### config.mk
export PLATFORM = sky130hd
export DESIGN_NAME = sarpr_top
export DESIGN_NICKNAME = d
export VERILOG_FILES = /design/src/sarpr_buf.sv /design/src/sarpr_top.sv
export SDC_FILE = /design/constraint.sdc
export NUM_CORES = 1
export LEC_CHECK = 0
export BUFFER_PORTS_ARGS = -buffer_cell sky130_fd_sc_hd__buf_2
export CAP_MARGIN = 20
export CORE_ASPECT_RATIO = 0.75
export CORE_UTILIZATION = 58
export DETAILED_ROUTE_END_ITERATION = 10
export GPL_TIMING_DRIVEN = 0
export PLACE_DENSITY_LB_ADDON = 0.05
export SLEW_MARGIN = 20
export SYNTH_ARGS = -nofsm -noshare
export SYNTH_HDL_FRONTEND = slang
export SYNTH_SLANG_ARGS = --single-unit
export TNS_END_PERCENT = 30
### constraint.sdc
create_clock -name i_clock -period 2.5 [get_ports i_clock]
set_input_delay 0.125 -clock i_clock [delete_from_list [all_inputs] [get_ports i_clock]]
set_output_delay 0.125 -clock i_clock [all_outputs]
set_load 0.1 [all_outputs]
### src/sarpr_buf.sv
// Shared constants and types, plus the two-entry result buffer
`timescale 1ns/1ps
package sarpr_pkg;
  localparam int SARPR_CLK_NS = 20;
  localparam int SARPR_CONV_NS = 650;
  // Longest time rounds down to whole cycles
  localparam int SARPR_CONV_CYC = SARPR_CONV_NS / SARPR_CLK_NS;
  localparam int SARPR_BITS = 16;
  localparam int SARPR_BYTE_W = 8;
  localparam int SARPR_STEP_CYC = SARPR_CONV_CYC / SARPR_BITS;
  localparam int SARPR_STEP_W = $clog2(SARPR_STEP_CYC + 1);
  localparam int SARPR_IDX_W = $clog2(SARPR_BITS);
  localparam int SARPR_TRIM_W = 2;
  localparam logic [SARPR_TRIM_W-1:0] SARPR_TRIM_CONV = 2'h3;
  localparam int SARPR_BUF_DEPTH = 2;
  localparam logic [SARPR_BITS-1:0] SARPR_SAR_INIT = 16'h8000;
  localparam logic [SARPR_BYTE_W-1:0] SARPR_FILL_BYTE = 8'hFF;
  localparam logic [SARPR_IDX_W-1:0] SARPR_IDX_MSB = 4'hF;
  localparam logic [SARPR_IDX_W-1:0] SARPR_IDX_LSB = 4'h0;
  localparam logic [SARPR_STEP_W-1:0] SARPR_STEP_LAST =
    SARPR_STEP_W'(SARPR_STEP_CYC - 1);

  typedef struct packed {
    logic trimmed;
    logic [SARPR_BITS-1:0] code;
  } sarpr_word_s;

  localparam int SARPR_WORD_W = $bits(sarpr_word_s);
  localparam sarpr_word_s SARPR_WORD_ZERO = '0;

  typedef enum logic [1:0] {ST_IDLE, ST_SAMPLE, ST_HOLD} sarpr_state_e;
endpackage

module sarpr_buf
  import sarpr_pkg::*;
#(
  parameter int WIDTH = SARPR_WORD_W,
  parameter int DEPTH = SARPR_BUF_DEPTH
)
(
  input wire logic i_clock, // System clock
  input wire logic i_rst, // Async reset, active high
  input wire logic i_flush, // Drop all entries
  input wire logic i_in_valid, // Word offered
  output logic o_in_ready, // Room for a word
  input wire logic [WIDTH-1:0] i_in_data, // Word in
  output logic o_out_valid, // Word available
  input wire logic i_out_ready, // Drain accepts
  output logic [WIDTH-1:0] o_out_data // Oldest word
);
  localparam int PTR_W = $clog2(DEPTH);
  localparam int CNT_W = $clog2(DEPTH + 1);
  localparam logic [CNT_W-1:0] FULL_CNT = CNT_W'(DEPTH);
  localparam logic [PTR_W-1:0] LAST_PTR = PTR_W'(DEPTH - 1);

  logic [WIDTH-1:0] mem_r [DEPTH];
  logic [PTR_W-1:0] wr_ptr_r;
  logic [PTR_W-1:0] rd_ptr_r;
  logic [CNT_W-1:0] count_r;
  logic push;
  logic pop;

  assign o_in_ready = (count_r != FULL_CNT);
  assign o_out_valid = (count_r != '0);
  assign o_out_data = mem_r[rd_ptr_r];
  assign push = i_in_valid & o_in_ready;
  assign pop = o_out_valid & i_out_ready;

  always_ff @(posedge i_clock)
  begin
    if (push)
      mem_r[wr_ptr_r] <= i_in_data;
  end

  always_ff @(posedge i_clock or posedge i_rst)
  begin
    if (i_rst)
    begin
      wr_ptr_r <= '0;
      rd_ptr_r <= '0;
      count_r <= '0;
    end
    else if (i_flush)
    begin
      wr_ptr_r <= '0;
      rd_ptr_r <= '0;
      count_r <= '0;
    end
    else
    begin
      if (push)
        wr_ptr_r <= (wr_ptr_r == LAST_PTR) ? '0 : wr_ptr_r + 1'b1;
      if (pop)
        rd_ptr_r <= (rd_ptr_r == LAST_PTR) ? '0 : rd_ptr_r + 1'b1;
      if (push & ~pop)
        count_r <= count_r + 1'b1;
      else if (pop & ~push)
        count_r <= count_r - 1'b1;
    end
  end
endmodule

### src/sarpr_top.sv
// Conversion control and parallel readout of the SAR converter
// Notes on behaviour
// - Start falling edge moves sample to hold
// - Busy rises after start, falls at end
// - Conversion finishes within 650 ns; here busy stays high 35 cycles (700 ns) or more after start
// - Timing from internal divider, no host clock
// - Sampling restarts on busy or select falling
// - Data pins driven only when select, read low
// - Result coded two's complement around midscale
// - Byte-select low gives whole 16-bit word
// - Byte-select high: low byte up, ones below
// - Toggled or held read both work
// - First three conversions after power-up invalid
// - Start during conversion with select triggers reset
// - Select falling during conversion triggers reset
// - Internal reset zeroes latches, drops busy
`timescale 1ns/1ps
module sarpr_top
  import sarpr_pkg::*;
(
  input wire logic i_clock, // 50 MHz clock
  input wire logic i_rst, // Async reset, active high
  input wire logic i_convert_start_n, // Conversion start, active low
  input wire logic i_cs_n, // Chip select, active low
  input wire logic i_rd_n, // Read, active low
  input wire logic i_byte, // Byte select
  input wire logic i_cmp_above, // Comparator: input at or above trial
  output logic [SARPR_BITS-1:0] o_dac_trial, // Trial code to CDAC
  output logic o_hold, // Input held on array
  output logic o_sampling, // Acquisition in progress
  output logic o_busy, // Conversion in progress
  output logic [SARPR_BITS-1:0] o_output_data_pins, // Data out
  output logic o_output_data_oe, // Drive enable for data pins
  output logic o_result_trimmed // Latched result is past trim loads
);
  sarpr_state_e state_r;
  logic convert_start_n_prev_r;
  logic cs_prev_r;
  logic busy_r;
  logic [SARPR_BITS-1:0] sar_r;
  logic [SARPR_IDX_W-1:0] idx_r;
  logic [SARPR_STEP_W-1:0] step_cnt_r;
  logic done_r;
  logic [SARPR_TRIM_W-1:0] trim_cnt_r;
  sarpr_word_s latch_r;
  logic [SARPR_BITS-1:0] data_r;
  logic oe_r;
  logic hold_r;
  logic sampling_r;

  logic convert_start_n_fall;
  logic cs_fall;
  logic start;
  logic abort;
  logic step_en;
  logic push;
  logic in_ready;
  logic out_valid;
  logic out_ready;
  logic busy_nxt;
  logic read_act;
  sarpr_word_s push_word;
  sarpr_word_s out_word;
  sarpr_state_e state_nxt;

  assign convert_start_n_fall = convert_start_n_prev_r & ~i_convert_start_n;
  assign cs_fall = cs_prev_r & ~i_cs_n;
  assign start = convert_start_n_fall & ~i_cs_n & ~busy_r;
  assign abort = busy_r & ((convert_start_n_fall & ~i_cs_n) | cs_fall);
  assign step_en = (state_r == ST_HOLD) & ~done_r &
    (step_cnt_r == SARPR_STEP_LAST);
  assign push = done_r & in_ready;
  assign read_act = ~i_cs_n & ~i_rd_n;
  // Hold off a latch update only in the first cycle of a read
  assign out_ready = ~(read_act & ~oe_r);
  assign push_word.trimmed = (trim_cnt_r == SARPR_TRIM_CONV);
  // Offset-binary search result to two's complement
  assign push_word.code = {~sar_r[SARPR_BITS-1], sar_r[SARPR_BITS-2:0]};

  always_comb
  begin
    if (abort)
      busy_nxt = 1'b0;
    else if (start)
      busy_nxt = 1'b1;
    else
      busy_nxt = (state_r == ST_HOLD) | out_valid;
  end

  sarpr_buf u_buf (
    .i_clock(i_clock),
    .i_rst(i_rst),
    .i_flush(abort),
    .i_in_valid(done_r),
    .o_in_ready(in_ready),
    .i_in_data(push_word),
    .o_out_valid(out_valid),
    .i_out_ready(out_ready),
    .o_out_data(out_word)
  );

  // Edge history of host strobes
  always_ff @(posedge i_clock or posedge i_rst)
  begin
    if (i_rst)
    begin
      convert_start_n_prev_r <= 1'b1;
      cs_prev_r <= 1'b1;
    end
    else
    begin
      convert_start_n_prev_r <= i_convert_start_n;
      cs_prev_r <= i_cs_n;
    end
  end

  always_ff @(posedge i_clock or posedge i_rst)
  begin
    if (i_rst)
      busy_r <= 1'b0;
    else
      busy_r <= busy_nxt;
  end

  // Sample / hold sequencing
  always_comb
  begin
    state_nxt = state_r;
    if (abort)
      state_nxt = ST_SAMPLE;
    else if (start)
      state_nxt = ST_HOLD;
    else
    begin
      unique case (state_r)
        ST_HOLD:
          if (push)
            state_nxt = ST_IDLE;
        ST_IDLE:
          if ((busy_r & ~busy_nxt & ~i_cs_n) | (cs_fall & ~busy_r))
            state_nxt = ST_SAMPLE;
        ST_SAMPLE:
          state_nxt = ST_SAMPLE;
      endcase
    end
  end

  // State and its decoded pins, all registered
  always_ff @(posedge i_clock or posedge i_rst)
  begin
    if (i_rst)
    begin
      state_r <= ST_IDLE;
      hold_r <= 1'b0;
      sampling_r <= 1'b0;
    end
    else
    begin
      state_r <= state_nxt;
      hold_r <= (state_nxt == ST_HOLD);
      sampling_r <= (state_nxt == ST_SAMPLE);
    end
  end

  // Bit-step divider
  always_ff @(posedge i_clock or posedge i_rst)
  begin
    if (i_rst)
      step_cnt_r <= '0;
    else if (start | abort | step_en)
      step_cnt_r <= '0;
    else if (state_r == ST_HOLD)
      step_cnt_r <= step_cnt_r + 1'b1;
  end

  // Successive approximation, MSB first
  always_ff @(posedge i_clock or posedge i_rst)
  begin
    if (i_rst)
    begin
      sar_r <= SARPR_SAR_INIT;
      idx_r <= SARPR_IDX_MSB;
      done_r <= 1'b0;
    end
    else if (start | abort)
    begin
      sar_r <= SARPR_SAR_INIT;
      idx_r <= SARPR_IDX_MSB;
      done_r <= 1'b0;
    end
    else if (push)
      done_r <= 1'b0;
    else if (step_en)
    begin
      if (!i_cmp_above)
        sar_r[idx_r] <= 1'b0;
      if (idx_r == SARPR_IDX_LSB)
        done_r <= 1'b1;
      else
      begin
        sar_r[idx_r - 1'b1] <= 1'b1;
        idx_r <= idx_r - 1'b1;
      end
    end
  end

  // Trim loads counted since power-up
  always_ff @(posedge i_clock or posedge i_rst)
  begin
    if (i_rst)
      trim_cnt_r <= '0;
    else if (push && trim_cnt_r != SARPR_TRIM_CONV)
      trim_cnt_r <= trim_cnt_r + 1'b1;
  end

  // Output latch
  always_ff @(posedge i_clock or posedge i_rst)
  begin
    if (i_rst)
      latch_r <= SARPR_WORD_ZERO;
    else if (abort)
      latch_r <= SARPR_WORD_ZERO;
    else if (out_valid & out_ready)
      latch_r <= out_word;
  end

  // Data pins follow byte-select and latch every cycle
  always_ff @(posedge i_clock or posedge i_rst)
  begin
    if (i_rst)
    begin
      data_r <= '0;
      oe_r <= 1'b0;
    end
    else
    begin
      oe_r <= read_act;
      if (i_byte)
        data_r <= {latch_r.code[SARPR_BYTE_W-1:0], SARPR_FILL_BYTE};
      else
        data_r <= latch_r.code;
    end
  end

  assign o_dac_trial = sar_r;
  assign o_hold = hold_r;
  assign o_sampling = sampling_r;
  assign o_busy = busy_r;
  assign o_output_data_pins = data_r;
  assign o_output_data_oe = oe_r;
  assign o_result_trimmed = latch_r.trimmed;
endmodule

==> impl_metrics.csv <==
group,metric,value,unit
run_status,status,"finished clean",
timing,min_period,1.91,ns
synthesis,synth_top_family_by_area,"compound AO/OA/AOI/OAI gates",
synthesis,postSynthNetCount,349,
timing,setup_viol,0,
clock_network,clockBufferDepth,2,
timing,max_slew.worst_pin.slew,0.860,ns
route,dr.pass1.iters,4,
synthesis,synth_common_cells,"dfrtp_1, edfxtp_1, nor2_1, a211oi_1, buf_4",
floorplanning,die_area,8110,µm²
setup_path,max_stage_delay,0.70,ns
place,dp_cells,480,
global_routing,grt_pass1_vias,2595,
setup_path,cp_top_family,"simple AND/OR/NAND/NOR gates",
power_and_ir_drop,clockPowerShare,0.172,
floorplanning,core,7430,µm²
timing,rsz0062_at_grt,"no",
worst_hold_path,min_path_type,"primary input to flop",
power_and_ir_drop,p_leak,2.28,nW
power_and_ir_drop,switchingPower,2.42,mW
synthesis,syn_area_per_cell,13.4,µm²
setup_path,critPathCaptureType,"flop",
global_routing,grt.total_usage,0.218,
global_routing,grt-ovfl-total,0,
clock_network,cts_tree,"built",
setup_path,crit_fanout,17,
finish,final_net_count,407,
setup_path,arrival,1.89,ns
clock_network,cts_inserted_buffers,9,
global_routing,grt_pass1_wl,13.5,mm
floorplanning,die_w,104,µm
synthesis,async_flop_share,0.673,
synthesis,synthSimpleGateAreaFrac,0.108,
setup_path,critical_path_class,"flop to flop",
finish,area_growth,13.1,%
clock_network,root_buffer,"clkbuf_8",
floorplanning,die_h,78.3,µm
timing,post-route-period-util,0.764,
synthesis,yosys.area_share.xor_xnor,0.0228,
global_routing,antenna_found_initial,0,
power_and_ir_drop,combPwrFrac,0.412,
timing,setup_ws,0.591,ns
route,ant_nets,0,
finish,fin_util,0.684,
synthesis,synthFlopType,"dfrtp_1",
synthesis,synth_fa_ha_area_frac,0.0167,
setup_path,critPathLaunchType,"flop",
synthesis,yosysTopAreaCell,"dfrtp_1",
finish,layout-drive-gt1-share,0.326,
place,dp_hpwl,5.79,mm
flow_run,maxCapViolations,0,
clock_network,clock_latency,0.36,ns
synthesis,synth.most_common_cell,"dfrtp_1",
synthesis,synth_edf_count,34,
timing,clock_skew,0.0157,ns
synthesis,synth_seq_cells,104,
synthesis,syn_inst,336,
place,numPortBuffers,42,
route,vias_per_cell,5.45,
setup_path,worstPathRequired,2.48,ns
finish,antennaDiodeCount,0,
timing,hold_viol,0,
floorplanning,start_util,0.605,
finish,nFillCells,567,
global_routing,grt_max_degree,53,
power_and_ir_drop,vdd_drop_max,0.751,mV
synthesis,synthMuxAreaShare,0.0604,
synthesis,synth_compound_area_frac,0.114,
route,via_count,2727,
clock_network,clkTransAtPathRegs,0.10,ns
synthesis,ys_top_cells_by_area,"dfrtp_1, edfxtp_1, dfstp_2, mux2i_1, a211oi_1",
timing,maxClockFrequency,0.524,GHz
timing,drv_slew,0,
power_and_ir_drop,finalPower,5.52,mW
timing,slew_headroom,0.426,
clock_network,htreeDepth,3,
setup_path,crit_chain,"nand2b_1 -> nand2_1 -> nor2_2",
route,routedWlPerCell,16.1,µm
power_and_ir_drop,pwr-share-seq,0.416,
timing,setup_tns,0,ns
power_and_ir_drop,swShare,0.438,
route,drt_wl_total,8.04,mm
power_and_ir_drop,p_per_area,1080,nW/µm²
place,place_ws,0.559,ns
floorplanning,rows,27,
clock_network,cts_resized,0,
route,drt_iter0_markers,115,
synthesis,synth_cell_types,53,
synthesis,ys_seq_area_frac,0.619,
synthesis,yosys_warnings,0,
synthesis,syn_area,4500,µm²
clock_network,clock_sinks,104,
setup_path,critPathSlowestCell,"nor2_2",
setup_path,critPathBufInv,0,
clock_network,cts_setup_buffers,0,
power_and_ir_drop,internal_power,3.10,mW
finish,fin_cells,500,
synthesis,post-synth-top-area-fraction,0.351,
floorplanning,pin_count,44,
place,place_congestion,0.873,
route,drc_errors,0,
logic make-up after synthesis:
kind of cell,count (synthesis)
AOI/OAI and AO/OA,69
xor gates and xnor gates,10
adders and majority gates,6
buffers and inverters,40
DFF,104
muxes,26
and+or+nand+nor,81
state kept, by name (all words and copies together), names as in the netlist:
register,cells
o_hold,1
convert_start_n_prev_r,1
u_buf.mem_r,34
done_r,1
u_buf.rd_ptr_r,1
u_buf.count_r,2
o_result_trimmed,1
step_cnt_r,2
o_sampling,1
trim_cnt_r,2
latch_r,16
o_busy,1
o_output_data_pins,16
o_output_data_oe,1
state_r,2
idx_r,4
cs_prev_r,1
o_dac_trial,16
u_buf.wr_ptr_r,1
metrics by stage:
stage	instance area, µm²	hold WS, ns
global route	5090	0.236
floorplan	4500	0.129
global placement	4830	0.245
detailed placement	4870	0.0809
finish	5090	0.201
CTS	5090	0.192
power by group through the flow:
stage | Sequential (mW) | Combinational, mW | Clock (mW)
global route | 2.34 | 2.40 | 1.04
global placement | 2.32 | 2.25 | 0
detailed placement | 2.33 | 2.28 | 0
CTS | 2.30 | 2.29 | 0.975
floorplan | 3.29 | 0.918 | 0
finish | 2.29 | 2.27 | 0.949
cells in the final DEF, fill, tap and decap left out, types with 3 or more instances in the layout:
cell type      synthesis  routed
dfrtp_1               63      63
buf_2                  5      47
edfxtp_1              34      34
nor2_1                31      30
a211oi_1              20      20
buf_4                 18      18
mux2i_1               17      17
nand2_1               16      16
o21ai_1               13      13
clkbuf_8               2      12
o211ai_1              11      11
mux2_2                 9       9
inv_1                  9       8
or2_2                  8       8
dfstp_2                7       7
xnor2_1                6       6
ha_1                   6       6
nand2b_1               4       4
o21ai_0                4       4
nand3_1                4       4
dlygate4sd3_1          0       4
buf_6                  3       3
clkbuf_1               3       3
a21oi_1                3       3
xor2_1                 3       3
nand3b_4               3       3
o311ai_2               3       3
worst register-to-register path, stage by stage, from the launching register on:
cell	delay [ns]
dfrtp_1	0.41
nand2b_1	0.22
nand2_1	0.20
nor2_2	0.70
timing repair:
action / 4_1_cts / 5_1_grt
endpoints found under the setup margin: 0 / 0
hold endpoints to repair: 31 / 0
hold buffers: 4 / 0
per-layer routing:
metal  up-vias  global-route usage  wire length (µm)
met4         0              0.0514                61
met5         -                   0                 0
met3         8              0.0573               360
met2        62               0.339              3730
li1       1307                   -                 -
met1      1350               0.312              3890
final timing paths:
check / from / endpoint / slack, ns / cells after the start
worst max-delay path: u_buf.count_r[0]$_DFFE_PP0P_ / u_buf.mem_r[0][3]$_DFFE_PP_ / 0.59 / 3
worst min-delay path: i_cmp_above / o_dac_trial[15]$_DFFE_PP1P_ / 0.20 / 4
worst min register to register: trim_cnt_r[0]$_DFFE_PP0P_ / trim_cnt_r[0]$_DFFE_PP0P_ / 0.48 / 1
max in group asynchronous: i_rst / idx_r[2]$_DFFE_PP1P_ / 1.69 / 4
worst max register to register: u_buf.count_r[0]$_DFFE_PP0P_ / u_buf.mem_r[0][3]$_DFFE_PP_ / 0.59 / 3
min in group asynchronous: i_rst / o_output_data_pins[3]$_DFF_PP0_ / 0.24 / 3
cell type report:
cell class / count / area (µm²) / share of cell area
flip-flops and latches: 104 / 2780 / 0.547
multi-input cells: 192 / 1450 / 0.285
repair buffers: 47 / 278 / 0.0546
plain buffers: 31 / 233 / 0.0458
clock buffers: 10 / 138 / 0.0271
well taps: 101 / 126 / 0.0248
clock inverters: 6 / 42.5 / 0.00836
inverters: 9 / 36.3 / 0.00713
(Power assumes the default switching activity.)
